### config.mk
export PLATFORM = sky130hd
export DESIGN_NAME = torque_limit_and_status_monitor
export DESIGN_NICKNAME = d
export VERILOG_FILES = /design/src/tlsm_pkg.sv /design/src/tlsm_qual_if.sv /design/src/tlsm_filter_timer.sv /design/src/torque_limit_and_status_monitor.sv
export SDC_FILE = /design/constraint.sdc
export NUM_CORES = 1
export LEC_CHECK = 0
export ABC_AREA = 1
export BUFFER_PORTS_ARGS = -buffer_cell sky130_fd_sc_hd__buf_2
export CORE_UTILIZATION = 55
export CTS_BUF_LIST = sky130_fd_sc_hd__clkbuf_8
export DETAILED_ROUTE_END_ITERATION = 10
export PLACE_DENSITY = 0.86
export SYNTH_ARGS = -nofsm -noshare
export SYNTH_HDL_FRONTEND = slang
export SYNTH_HIERARCHICAL = 1
export SYNTH_SLANG_ARGS = --single-unit
### constraint.sdc
create_clock -name core_clk -period 16.2 [get_ports core_clk]
set_input_delay 0 -clock core_clk [delete_from_list [all_inputs] [get_ports core_clk]]
set_output_delay 0 -clock core_clk [all_outputs]
set_load 0.02 [all_outputs]
### src/tlsm_pkg.sv
// Shared constants and types for the torque limit and status monitor
package tlsm_pkg;
    // Register indices (word addresses on the plain port)
    localparam logic [3:0] ADDR_LIMIT_SWITCH_WORD = 4'h0;
    localparam logic [3:0] ADDR_MAX_TORQUE_WORD = 4'h1;
    localparam logic [3:0] ADDR_FWD_PRIMARY = 4'h2;
    localparam logic [3:0] ADDR_REV_PRIMARY = 4'h3;
    localparam logic [3:0] ADDR_FWD_SECOND = 4'h4;
    localparam logic [3:0] ADDR_REV_SECOND = 4'h5;
    localparam logic [3:0] ADDR_MAX_TORQUE1 = 4'h6;
    localparam logic [3:0] ADDR_DIR_CFG = 4'h7;
    localparam logic [3:0] ADDR_FOLLOW_LEVEL = 4'h8;
    localparam logic [3:0] ADDR_INPOS_RANGE = 4'h9;
    localparam logic [3:0] ADDR_SPEED_RANGE = 4'ha;
    localparam logic [3:0] ADDR_FILTER_FOLLOW = 4'hb;
    localparam logic [3:0] ADDR_FILTER_INPOS = 4'hc;
    localparam logic [3:0] ADDR_FILTER_SPEED = 4'hd;
    localparam logic [3:0] ADDR_STATUS = 4'he;
    localparam logic [3:0] ADDR_ACTIVE_LIMITS = 4'hf;
    // Field positions
    localparam int LIMIT2_SWITCH_ENABLE_BIT = 0;
    localparam int MAX_TORQUE_LIMIT1_ENABLE_BIT = 4;
    localparam int CW_FWD_SELECT_BIT = 11;
    localparam int CW_REV_SELECT_BIT = 12;
    localparam int SW_TARGET_REACHED_BIT = 10;
    localparam int SW_FOLLOW_ERR_BIT = 13;
    // Reset and special values; torque in 0.1 % units, 1000 = rated
    localparam logic [31:0] LIMIT_SWITCH_WORD_RESET = 32'h0000_0000;
    localparam logic [31:0] MAX_TORQUE_WORD_RESET = 32'h0000_0010;
    localparam logic [15:0] TORQUE_LIMIT_RESET = 16'h2710;
    localparam logic [15:0] TORQUE_LIMIT_MAX = 16'h2710;
    localparam logic [31:0] FOLLOW_DISABLE_LEVEL = 32'h0fff_ffff;
    localparam logic [31:0] INPOS_ALWAYS_RANGE = 32'hffff_ffff;
    localparam logic [15:0] FILTER_TIME_RESET = 16'h0000;
    // Millisecond tick from a 10 MHz clock
    localparam int CLK_PERIOD_NS = 100;
    localparam int MS_NS = 1000000;
    localparam int MS_CYCLES = MS_NS / CLK_PERIOD_NS;
    localparam logic [13:0] MS_TICK_LAST = 14'(MS_CYCLES - 1);
    typedef enum logic [2:0] {
        TLSM_MODE_NONE = 3'h0,
        TLSM_MODE_CSP = 3'h1,
        TLSM_MODE_PP = 3'h3,
        TLSM_MODE_PT = 3'h2,
        TLSM_MODE_JOG = 3'h6,
        TLSM_MODE_PV = 3'h7
    } tlsm_mode_type;
endpackage

### src/tlsm_qual_if.sv
// Link between the monitor and one filter timer
interface tlsm_qual_if;
    logic cond;
    logic forceOn;
    logic [15:0] filterTime;
    logic qualified;
    modport ctrl (output cond, output forceOn, output filterTime, input qualified);
    modport timer (input cond, input forceOn, input filterTime, output qualified);
endinterface

### src/tlsm_filter_timer.sv
// Millisecond qualification timer for one status flag
module tlsm_filter_timer (
    input wire logic clk,
    input wire logic rstN,
    input wire logic msTick,
    tlsm_qual_if.timer q
);
    logic [16:0] count_reg;
    logic [16:0] count_next;
    logic qual_reg;
    logic qual_next;

    always_comb begin
        count_next = count_reg;
        qual_next = qual_reg;
        if (q.forceOn) begin
            qual_next = 1'b1;
        end else if (!q.cond) begin
            // Drop restarts timing and clears the flag at once
            count_next = '0;
            qual_next = 1'b0;
        end else if (q.filterTime == 16'h0000 || count_reg > {1'b0, q.filterTime}) begin
            // First tick may land at once, so one extra tick keeps the full time
            qual_next = 1'b1;
        end else if (msTick) begin
            count_next = count_reg + 17'h1;
        end
    end

    always_ff @(posedge clk or negedge rstN) begin
        if (!rstN) begin
            count_reg <= '0;
            qual_reg <= 1'b0;
        end else begin
            count_reg <= count_next;
            qual_reg <= qual_next;
        end
    end

    assign q.qualified = qual_reg;
endmodule

### src/torque_limit_and_status_monitor.sv
// Torque limit selection and statusword qualification for one axis

module torque_limit_and_status_monitor (
    input wire logic core_clk,
    input wire logic nrst,
    input wire logic [3:0] regAddr,
    input wire logic [31:0] regWdata,
    input wire logic regWr,
    input wire logic regRd,
    output logic [31:0] regRdata,
    input wire logic [15:0] controlWord,
    input wire logic [2:0] opMode,
    input wire logic [31:0] droopPulses,
    input wire logic [31:0] positionError,
    input wire logic [31:0] speedError,
    input wire logic [15:0] motorMaxTorque,
    input wire logic [15:0] torqueDemand,
    input wire logic demandNegative,
    output logic [15:0] statusWord,
    output logic [15:0] fwdLimitActive,
    output logic [15:0] revLimitActive,
    output logic [15:0] maxTorqueReport,
    output logic [15:0] torqueCmd,
    output logic torqueCmdNegative
);
    logic rstSync1_reg;
    logic rstSync2_reg;
    logic rstN;

    always_ff @(posedge core_clk or negedge nrst) begin
        if (!nrst) begin
            rstSync1_reg <= 1'b0;
            rstSync2_reg <= 1'b0;
        end else begin
            rstSync1_reg <= 1'b1;
            rstSync2_reg <= rstSync1_reg;
        end
    end
    assign rstN = rstSync2_reg;

    // Configuration registers
    logic [31:0] limitSwitchWord_reg;
    logic [31:0] limitSwitchWord_next;
    logic [31:0] maxTorqueWord_reg;
    logic [31:0] maxTorqueWord_next;
    logic [15:0] fwdPrimary_reg;
    logic [15:0] fwdPrimary_next;
    logic [15:0] revPrimary_reg;
    logic [15:0] revPrimary_next;
    logic [15:0] fwdSecond_reg;
    logic [15:0] fwdSecond_next;
    logic [15:0] revSecond_reg;
    logic [15:0] revSecond_next;
    logic [15:0] maxTorque1_reg;
    logic [15:0] maxTorque1_next;
    logic [1:0] dirCfg_reg;
    logic [1:0] dirCfg_next;
    logic [31:0] followLevel_reg;
    logic [31:0] followLevel_next;
    logic [31:0] inposRange_reg;
    logic [31:0] inposRange_next;
    logic [31:0] speedRange_reg;
    logic [31:0] speedRange_next;
    logic [15:0] followFilter_reg;
    logic [15:0] followFilter_next;
    logic [15:0] inposFilter_reg;
    logic [15:0] inposFilter_next;
    logic [15:0] speedFilter_reg;
    logic [15:0] speedFilter_next;
    logic [31:0] rdata_reg;
    logic [31:0] rdata_next;

    always_comb begin
        limitSwitchWord_next = limitSwitchWord_reg;
        maxTorqueWord_next = maxTorqueWord_reg;
        fwdPrimary_next = fwdPrimary_reg;
        revPrimary_next = revPrimary_reg;
        fwdSecond_next = fwdSecond_reg;
        revSecond_next = revSecond_reg;
        maxTorque1_next = maxTorque1_reg;
        dirCfg_next = dirCfg_reg;
        followLevel_next = followLevel_reg;
        inposRange_next = inposRange_reg;
        speedRange_next = speedRange_reg;
        followFilter_next = followFilter_reg;
        inposFilter_next = inposFilter_reg;
        speedFilter_next = speedFilter_reg;
        if (regWr) begin
            case (regAddr)
                tlsm_pkg::ADDR_LIMIT_SWITCH_WORD: limitSwitchWord_next = regWdata;
                tlsm_pkg::ADDR_MAX_TORQUE_WORD: maxTorqueWord_next = regWdata;
                tlsm_pkg::ADDR_FWD_PRIMARY: fwdPrimary_next = regWdata[15:0];
                tlsm_pkg::ADDR_REV_PRIMARY: revPrimary_next = regWdata[15:0];
                tlsm_pkg::ADDR_FWD_SECOND: fwdSecond_next = regWdata[15:0];
                tlsm_pkg::ADDR_REV_SECOND: revSecond_next = regWdata[15:0];
                tlsm_pkg::ADDR_MAX_TORQUE1: maxTorque1_next = regWdata[15:0];
                tlsm_pkg::ADDR_DIR_CFG: dirCfg_next = regWdata[1:0];
                tlsm_pkg::ADDR_FOLLOW_LEVEL: followLevel_next = regWdata;
                tlsm_pkg::ADDR_INPOS_RANGE: inposRange_next = regWdata;
                tlsm_pkg::ADDR_SPEED_RANGE: speedRange_next = regWdata;
                tlsm_pkg::ADDR_FILTER_FOLLOW: followFilter_next = regWdata[15:0];
                tlsm_pkg::ADDR_FILTER_INPOS: inposFilter_next = regWdata[15:0];
                tlsm_pkg::ADDR_FILTER_SPEED: speedFilter_next = regWdata[15:0];
                default: ;
            endcase
        end
    end

    // Limit selection
    logic switchEn;
    logic limit1En;
    logic swapSecond;
    logic [15:0] secondFwd;
    logic [15:0] secondRev;
    logic [15:0] fwdPick;
    logic [15:0] revPick;
    logic [15:0] motorCap;
    logic [15:0] fwdLim_next;
    logic [15:0] revLim_next;
    logic [15:0] maxRep_next;

    always_comb begin
        switchEn = limitSwitchWord_reg[tlsm_pkg::LIMIT2_SWITCH_ENABLE_BIT];
        limit1En = maxTorqueWord_reg[tlsm_pkg::MAX_TORQUE_LIMIT1_ENABLE_BIT];
        // Either reflection alone swaps the second forward and reverse limits; both cancel
        swapSecond = dirCfg_reg[0] ^ dirCfg_reg[1];
        secondFwd = swapSecond ? revSecond_reg : fwdSecond_reg;
        secondRev = swapSecond ? fwdSecond_reg : revSecond_reg;
        fwdPick = fwdPrimary_reg;
        revPick = revPrimary_reg;
        if (switchEn && controlWord[tlsm_pkg::CW_FWD_SELECT_BIT]) begin
            fwdPick = secondFwd;
        end
        if (switchEn && controlWord[tlsm_pkg::CW_REV_SELECT_BIT]) begin
            revPick = secondRev;
        end
        // Limit 1 also caps both directions when enabled
        motorCap = motorMaxTorque;
        if (limit1En && maxTorque1_reg < motorCap) begin
            motorCap = maxTorque1_reg;
        end
        fwdLim_next = (fwdPick > motorCap) ? motorCap : fwdPick;
        revLim_next = (revPick > motorCap) ? motorCap : revPick;
        maxRep_next = limit1En ? maxTorque1_reg : motorMaxTorque;
    end

    // Torque clamp; forward covers CCW power and CW regen alike
    logic [15:0] torqueCmd_next;
    always_comb begin
        if (demandNegative) begin
            torqueCmd_next = (torqueDemand > revLimitActive) ? revLimitActive : torqueDemand;
        end else begin
            torqueCmd_next = (torqueDemand > fwdLimitActive) ? fwdLimitActive : torqueDemand;
        end
        // A zero limit leaves no torque in that direction
        if ((demandNegative ? revLimitActive : fwdLimitActive) == 16'h0000) begin
            torqueCmd_next = 16'h0000;
        end
    end

    // Status qualification
    logic msTick;
    logic [13:0] msCnt_reg;
    logic [13:0] msCnt_next;
    always_comb begin
        msCnt_next = (msCnt_reg == tlsm_pkg::MS_TICK_LAST) ? 14'h0000 : msCnt_reg + 14'h0001;
    end
    assign msTick = (msCnt_reg == tlsm_pkg::MS_TICK_LAST);

    tlsm_qual_if followQ ();
    tlsm_qual_if inposQ ();
    tlsm_qual_if speedQ ();

    logic posFollowMode;
    logic posInMode;
    logic velMode;
    always_comb begin
        posFollowMode = (opMode == tlsm_pkg::TLSM_MODE_CSP) || (opMode == tlsm_pkg::TLSM_MODE_PP)
            || (opMode == tlsm_pkg::TLSM_MODE_PT) || (opMode == tlsm_pkg::TLSM_MODE_JOG);
        posInMode = (opMode == tlsm_pkg::TLSM_MODE_PP) || (opMode == tlsm_pkg::TLSM_MODE_PT)
            || (opMode == tlsm_pkg::TLSM_MODE_JOG);
        velMode = (opMode == tlsm_pkg::TLSM_MODE_PV);
    end

    assign followQ.cond = posFollowMode && (followLevel_reg != tlsm_pkg::FOLLOW_DISABLE_LEVEL)
        && (droopPulses >= followLevel_reg);
    assign followQ.forceOn = 1'b0;
    assign followQ.filterTime = followFilter_reg;
    assign inposQ.cond = posInMode && (positionError <= inposRange_reg);
    assign inposQ.forceOn = inposRange_reg == tlsm_pkg::INPOS_ALWAYS_RANGE;
    assign inposQ.filterTime = inposFilter_reg;
    assign speedQ.cond = velMode && (speedError <= speedRange_reg);
    assign speedQ.forceOn = 1'b0;
    assign speedQ.filterTime = speedFilter_reg;

    tlsm_filter_timer followTimer (.clk(core_clk), .rstN(rstN), .msTick(msTick), .q(followQ));
    tlsm_filter_timer inposTimer (.clk(core_clk), .rstN(rstN), .msTick(msTick), .q(inposQ));
    tlsm_filter_timer speedTimer (.clk(core_clk), .rstN(rstN), .msTick(msTick), .q(speedQ));

    logic [15:0] statusWord_next;
    always_comb begin
        statusWord_next = 16'h0000;
        statusWord_next[tlsm_pkg::SW_FOLLOW_ERR_BIT] = followQ.qualified;
        statusWord_next[tlsm_pkg::SW_TARGET_REACHED_BIT] =
            velMode ? speedQ.qualified : inposQ.qualified;
    end

    always_comb begin
        case (regAddr)
            tlsm_pkg::ADDR_LIMIT_SWITCH_WORD: rdata_next = limitSwitchWord_reg;
            tlsm_pkg::ADDR_MAX_TORQUE_WORD: rdata_next = maxTorqueWord_reg;
            tlsm_pkg::ADDR_FWD_PRIMARY: rdata_next = {16'h0000, fwdPrimary_reg};
            tlsm_pkg::ADDR_REV_PRIMARY: rdata_next = {16'h0000, revPrimary_reg};
            tlsm_pkg::ADDR_FWD_SECOND: rdata_next = {16'h0000, fwdSecond_reg};
            tlsm_pkg::ADDR_REV_SECOND: rdata_next = {16'h0000, revSecond_reg};
            tlsm_pkg::ADDR_MAX_TORQUE1: rdata_next = {16'h0000, maxRep_next};
            tlsm_pkg::ADDR_DIR_CFG: rdata_next = {30'h0, dirCfg_reg};
            tlsm_pkg::ADDR_FOLLOW_LEVEL: rdata_next = followLevel_reg;
            tlsm_pkg::ADDR_INPOS_RANGE: rdata_next = inposRange_reg;
            tlsm_pkg::ADDR_SPEED_RANGE: rdata_next = speedRange_reg;
            tlsm_pkg::ADDR_FILTER_FOLLOW: rdata_next = {16'h0000, followFilter_reg};
            tlsm_pkg::ADDR_FILTER_INPOS: rdata_next = {16'h0000, inposFilter_reg};
            tlsm_pkg::ADDR_FILTER_SPEED: rdata_next = {16'h0000, speedFilter_reg};
            tlsm_pkg::ADDR_STATUS: rdata_next = {16'h0000, statusWord};
            tlsm_pkg::ADDR_ACTIVE_LIMITS: rdata_next = {revLimitActive, fwdLimitActive};
            default: rdata_next = 32'h0000_0000;
        endcase
        if (!regRd) begin
            rdata_next = 32'h0000_0000;
        end
    end

    always_ff @(posedge core_clk or negedge rstN) begin
        if (!rstN) begin
            limitSwitchWord_reg <= tlsm_pkg::LIMIT_SWITCH_WORD_RESET;
            maxTorqueWord_reg <= tlsm_pkg::MAX_TORQUE_WORD_RESET;
            fwdPrimary_reg <= tlsm_pkg::TORQUE_LIMIT_RESET;
            revPrimary_reg <= tlsm_pkg::TORQUE_LIMIT_RESET;
            fwdSecond_reg <= tlsm_pkg::TORQUE_LIMIT_RESET;
            revSecond_reg <= tlsm_pkg::TORQUE_LIMIT_RESET;
            maxTorque1_reg <= tlsm_pkg::TORQUE_LIMIT_MAX;
            dirCfg_reg <= 2'h0;
            followLevel_reg <= 32'h0000_0000;
            inposRange_reg <= 32'h0000_0000;
            speedRange_reg <= 32'h0000_0000;
            followFilter_reg <= tlsm_pkg::FILTER_TIME_RESET;
            inposFilter_reg <= tlsm_pkg::FILTER_TIME_RESET;
            speedFilter_reg <= tlsm_pkg::FILTER_TIME_RESET;
            rdata_reg <= 32'h0000_0000;
            msCnt_reg <= 14'h0000;
            statusWord <= 16'h0000;
            fwdLimitActive <= 16'h0000;
            revLimitActive <= 16'h0000;
            maxTorqueReport <= 16'h0000;
            torqueCmd <= 16'h0000;
            torqueCmdNegative <= 1'b0;
        end else begin
            limitSwitchWord_reg <= limitSwitchWord_next;
            maxTorqueWord_reg <= maxTorqueWord_next;
            fwdPrimary_reg <= fwdPrimary_next;
            revPrimary_reg <= revPrimary_next;
            fwdSecond_reg <= fwdSecond_next;
            revSecond_reg <= revSecond_next;
            maxTorque1_reg <= maxTorque1_next;
            dirCfg_reg <= dirCfg_next;
            followLevel_reg <= followLevel_next;
            inposRange_reg <= inposRange_next;
            speedRange_reg <= speedRange_next;
            followFilter_reg <= followFilter_next;
            inposFilter_reg <= inposFilter_next;
            speedFilter_reg <= speedFilter_next;
            rdata_reg <= rdata_next;
            msCnt_reg <= msCnt_next;
            statusWord <= statusWord_next;
            fwdLimitActive <= fwdLim_next;
            revLimitActive <= revLim_next;
            maxTorqueReport <= maxRep_next;
            torqueCmd <= torqueCmd_next;
            torqueCmdNegative <= demandNegative;
        end
    end

    assign regRdata = rdata_reg;
endmodule

==> results.toml, run 1 <==
[finish]
drive_gt1_share_pct = 13.5
final_nets = 4208
syn2layout_area_growth_pct = 15.1

[routing]
drt_iter0_markers = 3675
first_pass_iters = 9
viasPerCell = 6.04
wl_per_cell_um = 21.4
drc = 0
antenna_left = 0
via_count = 27400
wl_um = 96700

[sta]
grt_setup_unrepaired = "no"
hold_viol_final = 0
finalCriticalPeriod_ns = 5.12
slew_headroom_pct = 17.1
max_freq_mhz = 195
setup_viol = 0
tightestPinTransition_ns = 1.24
post-route-period-util_pct = 31.6
fin_setup_tns_ns = 0
drv_slew = 0
holdWs_ns = 0.0482
skew_ns = 0.0361

[power]
power.density_nw_per_um2 = 128
p_sw_uw = 1650
total_power_uw = 4020
ir_drop_mv = 0.0769
share_seq_of_total_power_pct = 41.6
clkPwrFrac_pct = 27.0
sw_frac_of_total_pct = 41.0
p_int_uw = 2380
p_leak_uw = 0.0158
pwr-share-comb_pct = 31.5

[global_routing]
grt_pass1_wl_um = 147000
overflow = 0
grt_start_max_net_pins = 169
grt_antenna_before_repair = 5
grt_usage_pct = 38.5
grt_pass1_vias = 25300

[clock_tree]
cts.sinks = 459
cts_max_level = 3
cts_tree = "built"
cts.path.max_buffers = 3
clkTransAtPathRegs_ns = 0.06
insertion_delay_ns = 0.69
numCtsBuffers = 79
post_cts_buffers = 0
root_buffer = "clkbuf_8"

[outcome]
status = "completed"

[critical_path]
crit_type = "reg -> reg"
worstPathCellList = "inv_2, a211oi_2, nand2_1, nor2_4, nand2_2, o21ai_0, inv_1, ha_1, a21oi_1, nor2_1, a211oi_1, o221a_2, nand2_2, nand2_2, nand2_1, nand2_1, dlygate4sd3_1"
endpoint_kind = "flip-flop"
worst_ep_required_time_ns = 16.83
slowest_stage = "dfstp_2"
slowest_delay_ns = 0.87
start_kind = "flip-flop"
cp.arrival_ns = 5.75
cp_max_fo = 33

[place]
portBuffers = 272
dpl.hpwl_um = 68800
place.gp.congestion = 1.01

[yosys]
synth.avg_cell_area_um2 = 7.84
synthArstFlopShare_pct = 100
syn-cell-area_um2 = 27300
synth_edf_count = 0
synth-seq-cells = 459
ys_warn_count = 6
seq_area_frac_synth_pct = 42.1
synthCells = 3486
synth.distinct_cells = 57
ys.flop_type = "dfrtp_1"

[floorplanning]
ios = 301
die_x_um = 225
core_area_um2 = 49000
start_util_pct = 55.9
rows = 81
die_area_um2 = 50600
fp.dieH_um = 225

[hold_path]
hp-class = "in -> reg"

[job]
maxCapViolations = 0
==> power by group through the flow <==
stage / clock network (uW) / logic (uW) / registers [uW]
after floorplan: 0 / 734 / 1640
after global placement: 0 / 1160 / 1650
after detailed placement: 0 / 1200 / 1660
after CTS: 1080 / 1220 / 1640
after global routing: 1140 / 1390 / 1680
final: 1080 / 1270 / 1670
==> worst max-delay path, delay by kind of cell, from the launching register on <==
family / cells / cell delay [ns]
flops: 1 / 0.87
fa+ha+maj: 1 / 0.35
buf+inv: 3 / 0.79
simple gates: 8 / 1.55
compound gates: 5 / 1.49
==> cells by family (layout without fill, tap and decap cells) <==
group	after synthesis	count (layout)	share of synthesized area, %
simple gates	1360	1360	21.2
compound gates	815	815	17.1
buf+inv	613	968	8.90
flops	459	459	42.1
fa+ha+maj	221	221	10.1
xor+xnor	15	15	0.480
other cells	2	24	0.0275
mux	1	1	0.0412
==> stage by stage <==
step | util (%) | cell area, um^2 | std cells | setup WS [ns]
floorplan | - | 27400 | 3505 | 2.51
global placement | 59.5 | 29100 | 4310 | 11.74
detailed placement | 59.5 | 29100 | 4310 | 11.71
CTS | 64.3 | 31500 | 4524 | 11.21
global route | 64.3 | 31500 | 4524 | 10.85
finish | 64.3 | 31500 | 4527 | 11.08
==> area by class of cell <==
cell class | count | area (um^2)
fill | 3955 | 17500
multi-input combinational | 2433 | 13500
sequential | 459 | 11500
timing repair buffer | 373 | 2310
inverter | 453 | 1700
clock buffer | 95 | 1310
tap | 664 | 831
clock inverter | 47 | 292
antenna | 3 | 7.51
==> placed cells by master, fill, tap and decap left out, types with 14 or more instances in the layout <==
master	count
a211oi_1	19
a21oi_1	178
a221oi_1	53
buf_2	272
buf_4	28
clkbuf_8	95
clkinv_2	16
conb_1	21
dfrtp_1	432
dfstp_2	26
dlygate4sd3_1	72
ha_1	221
inv_1	464
nand2_1	873
nand2_2	17
nand3_1	140
nand4_1	47
nor2_1	173
nor2_2	14
nor3_1	32
nor4_1	28
o211ai_1	41
o21ai_0	427
o221ai_1	15
o22ai_1	32
==> layer usage <==
layer	vias to the layer above	global-route usage [%]	part of all wire (%)
li1	12300	-	-
met1	12700	48.6	37
met2	1927	56.2	42
met3	456	13.0	14
met4	8	25.2	7.3
met5	-	0	0.057
==> path summary, 6_finish.rpt <==
path                                                  start                               endpoint  slack [ns]  cells after the start
max in group asynchronous                    rstN$_DFF_PN0_  followTimer/count_reg[15]$_DFFE_PN0P_       13.43                      2
setup / recovery           maxTorqueWord_reg[4]$_DFFE_PN1P_            fwdLimitActive[5]$_DFF_PN0_       11.08                     17
setup reg to reg           maxTorqueWord_reg[4]$_DFFE_PN1P_            fwdLimitActive[5]$_DFF_PN0_       11.08                     17
hold reg to reg                      rstSync1_reg$_DFF_PN0_                         rstN$_DFF_PN0_        0.34                      0
hold / removal                                  regWdata[9]          inposRange_reg[9]$_DFFE_PN0P_        0.05                      3
min in group asynchronous                              nrst                         rstN$_DFF_PN0_        0.15                      3
==> what timing repair did <==
| item | 4_1_cts | 5_1_grt |
|---|---|---|
| gates resized for setup | 0 | 0 |
| setup endpoints to repair | 0 | 0 |
| endpoints found under the hold margin | 276 | 0 |
| hold buffers | 72 | 0 |
==> synth_stat cells (12+ instances only) <==
library cell / count / area [um^2]
inv_1: 439 / 1650
o221ai_1: 15 / 131
o211ai_1: 41 / 308
nand2_1: 877 / 3290
dfrtp_1: 433 / 10800
buf_4: 16 / 120
a221oi_1: 53 / 464
nand2_2: 13 / 81.3
clkbuf_1: 124 / 465
nor3_1: 32 / 160
nand3_1: 140 / 701
nor4_1: 29 / 181
o22ai_1: 32 / 200
ha_1: 221 / 2770
nor2_2: 12 / 75.1
a211oi_1: 19 / 143
o21ai_0: 427 / 2140
nand4_1: 47 / 294
a21oi_1: 178 / 891
nor2_1: 175 / 657
dfstp_2: 26 / 683
(Power assumes the default switching activity.)
==> inputs of run 2 (changes only) <==
Settings changed: ABC_AREA 1 to 0.
Clock period 16.2 ns to 5.1 ns, I/O delays scaled along.
==> results.toml, run 2 <==
[outcome]
status = "completed"

[sta]
skew_ns = 0.0376
drv_slew = 0
fin_setup_tns_ns = 0
tightestPinTransition_ns = 1.25
post-route-period-util_pct = 93.7
hold_viol_final = 0
max_freq_mhz = 209
setup_viol = 0
finalCriticalPeriod_ns = 4.78
fin_ws_ns = 0.323
slew_headroom_pct = 16.8
grt_setup_unrepaired = "no"

[clock_tree]
numCtsBuffers = 80
root_buffer = "clkbuf_8"
cts_max_level = 3
cts_resized = 0
clkTransAtPathRegs_ns = 0.06
cts_tree = "built"
cts.path.max_buffers = 3
insertion_delay_ns = 0.68
cts.sinks = 459

[routing]
viasPerCell = 6.57
via_count = 24100
drc = 0
first_pass_iters = 6
wl_per_cell_um = 25.7
drt_iter0_markers = 3180
wl_um = 94400
antenna_left = 0

[finish]
fill_cells = 3565
fin_cells = 3668
layout_common_cells = "dfrtp_1, mux2_2, buf_2"
fin_util_pct = 65.8
drive_gt1_share_pct = 26.8
final_nets = 3349
final_common_cell = "dfrtp_1"
syn2layout_area_growth_pct = 17.1

[place]
place_ws_ns = 0.436
dpl.hpwl_um = 68100
portBuffers = 272
place.gp.congestion = 0.989
dp.cells = 3430

[global_routing]
grt_pass1_vias = 24200
use_met3_pct = 10.8
grt_usage_pct = 37.4
grt_antenna_before_repair = 12
grt_pass1_wl_um = 142000
top_usage_layer = "met2"
overflow = 0
use_met1_pct = 46.1
grt_start_max_net_pins = 145
grt_use_met2_pct = 57.4

[power]
p_int_uw = 8250
clkPwrFrac_pct = 25.3
ir_drop_mv = 0.238
p_sw_uw = 5320
pwr-share-comb_pct = 33.3
p_leak_uw = 0.0154
sw_frac_of_total_pct = 39.2
power.density_nw_per_um2 = 428
share_seq_of_total_power_pct = 41.4

[yosys]
synth_top_area_share_pct = 40.0
yosysMostFrequentCell = "dfrtp_1"
synthCells = 2568
synth.distinct_cells = 75
synth_edf_count = 0
synth_top_cells_by_count = "dfrtp_1, mux2_2, ha_1, inv_1, nand2_1"
seq_area_frac_synth_pct = 42.5
syn-cell-area_um2 = 27100
ys_warn_count = 6
synth.avg_cell_area_um2 = 10.5
synth-seq-cells = 459
synthArstFlopShare_pct = 100
synth_top_area_cell = "dfrtp_1"
ys.flop_type = "dfrtp_1"
synth.top_cells.by_area = "dfrtp_1, mux2_2, ha_1, inv_1, mux2i_1"

[floorplanning]
ios = 301
fp.dieH_um = 224
start_util_pct = 56.2
rows = 80
die_area_um2 = 50100
die_x_um = 224
core_area_um2 = 48100

[critical_path]
cp.arrival_ns = 5.31
worst_ep_required_time_ns = 5.63
cp_max_fo = 15
endpoint_kind = "flip-flop"
start_kind = "flip-flop"
crit_type = "reg -> reg"

[job]
maxCapViolations = 0

[hold_path]
hp-class = "in -> reg"
## run 2: changes by cell type after synthesis, sizes merged, moves of 80 or more
cell	before	now
a22oi	0	89
nand2	895	171
nor2	192	80
mux2	1	293
o21ai	432	101
inv	448	218
a21oi	178	76
mux2i	0	80
## run 2: area by class of cell
class	count	area (um^2)	share of cell area, %
Clock inverter	46	255	0.805
Tap cell	656	821	2.59
Multi-Input combinational cell	1774	14300	45.1
Sequential cell	459	11500	36.3
Clock buffer	100	1380	4.34
Antenna cell	8	20.0	0.0631
Inverter	221	830	2.62
Timing Repair Buffer	404	2590	8.16
## run 2: per-layer routing
| layer | vias to the layer above | share of wire [%] |
|---|---|---|
| li1 | 10300 | - |
| met1 | 11700 | 37 |
| met2 | 1669 | 45 |
| met3 | 466 | 11 |
| met5 | - | 0.021 |
| met4 | 4 | 7.2 |
## run 2: logic make-up after synthesis
kind of cell               count (synthesis)  share of synthesized area, %
AOI/OAI and AO/OA                        587                          15.7
xor gates and xnor gates                  17                         0.605
adders and majority gates                223                          10.3
buffers and inverters                    356                          5.21
DFF                                      459                          42.5
muxes                                    373                          15.2
other                                      2                        0.0277
and+or+nand+nor                          551                          10.4
## run 2: repair_timing
| item | CTS | global route |
|---|---|---|
| buffers inserted | 0 | 0 |
| endpoints found under the hold margin | 366 | 0 |
| hold buffers | 84 | 0 |
## run 2: power by group through the flow
stage	combinational [uW]	sequential, uW	clock [uW]
2_1_floorplan	2720	5360	0
6_report	4520	5620	3430
3_3_place_gp	4100	5550	0
5_1_grt	4880	5630	3630
3_5_place_dp	4280	5580	0
4_1_cts	4420	5520	3460
## run 2: worst paths after layout
kind                                                        to                           start  depth (start not counted)  slack (ns)
setup / recovery                   revLimitActive[1]$_DFF_PN0_  maxTorque1_reg[14]$_DFFE_PN0P_                         15        0.32
hold / removal             followTimer/q.qualified$_DFFE_PN0P_                       opMode[0]                          6        0.07
setup reg to reg                   revLimitActive[1]$_DFF_PN0_  maxTorque1_reg[14]$_DFFE_PN0P_                         15        0.32
hold reg to reg                   fwdLimitActive[10]$_DFF_PN0_                  rstN$_DFF_PN0_                          0        0.30
max in group asynchronous   speedTimer/q.qualified$_DFFE_PN0P_                  rstN$_DFF_PN0_                          1        3.58
min in group asynchronous                       rstN$_DFF_PN0_                            nrst                          3        0.20
## run 2: critical path, stage by stage (launching register included)
cell and delay [ns]:
dfrtp_1 0.41, ha_1 0.33, nand4_1 0.21, nor4_1 0.56, a311oi_4 0.14, nand2_4 0.20
mux2i_1 0.28, ha_1 0.29, a21o_1 0.16, a21o_1 0.17, a21oi_1 0.17, o21ai_0 0.15
a2111oi_1 0.59, o41ai_2 0.19, o211a_2 0.44, mux2_1 0.35
## run 2: per-stage QoR
stage                     hold WS, ns  power (uW)  instance area, um^2
after detailed placement       -0.213        9860                29200
after global placement         -0.214        9640                29200
final                          0.0707       13600                31700
after CTS                      0.0151       13400                31700
after floorplan                -0.296        8080                27200
after global routing           0.0694       14100                31700
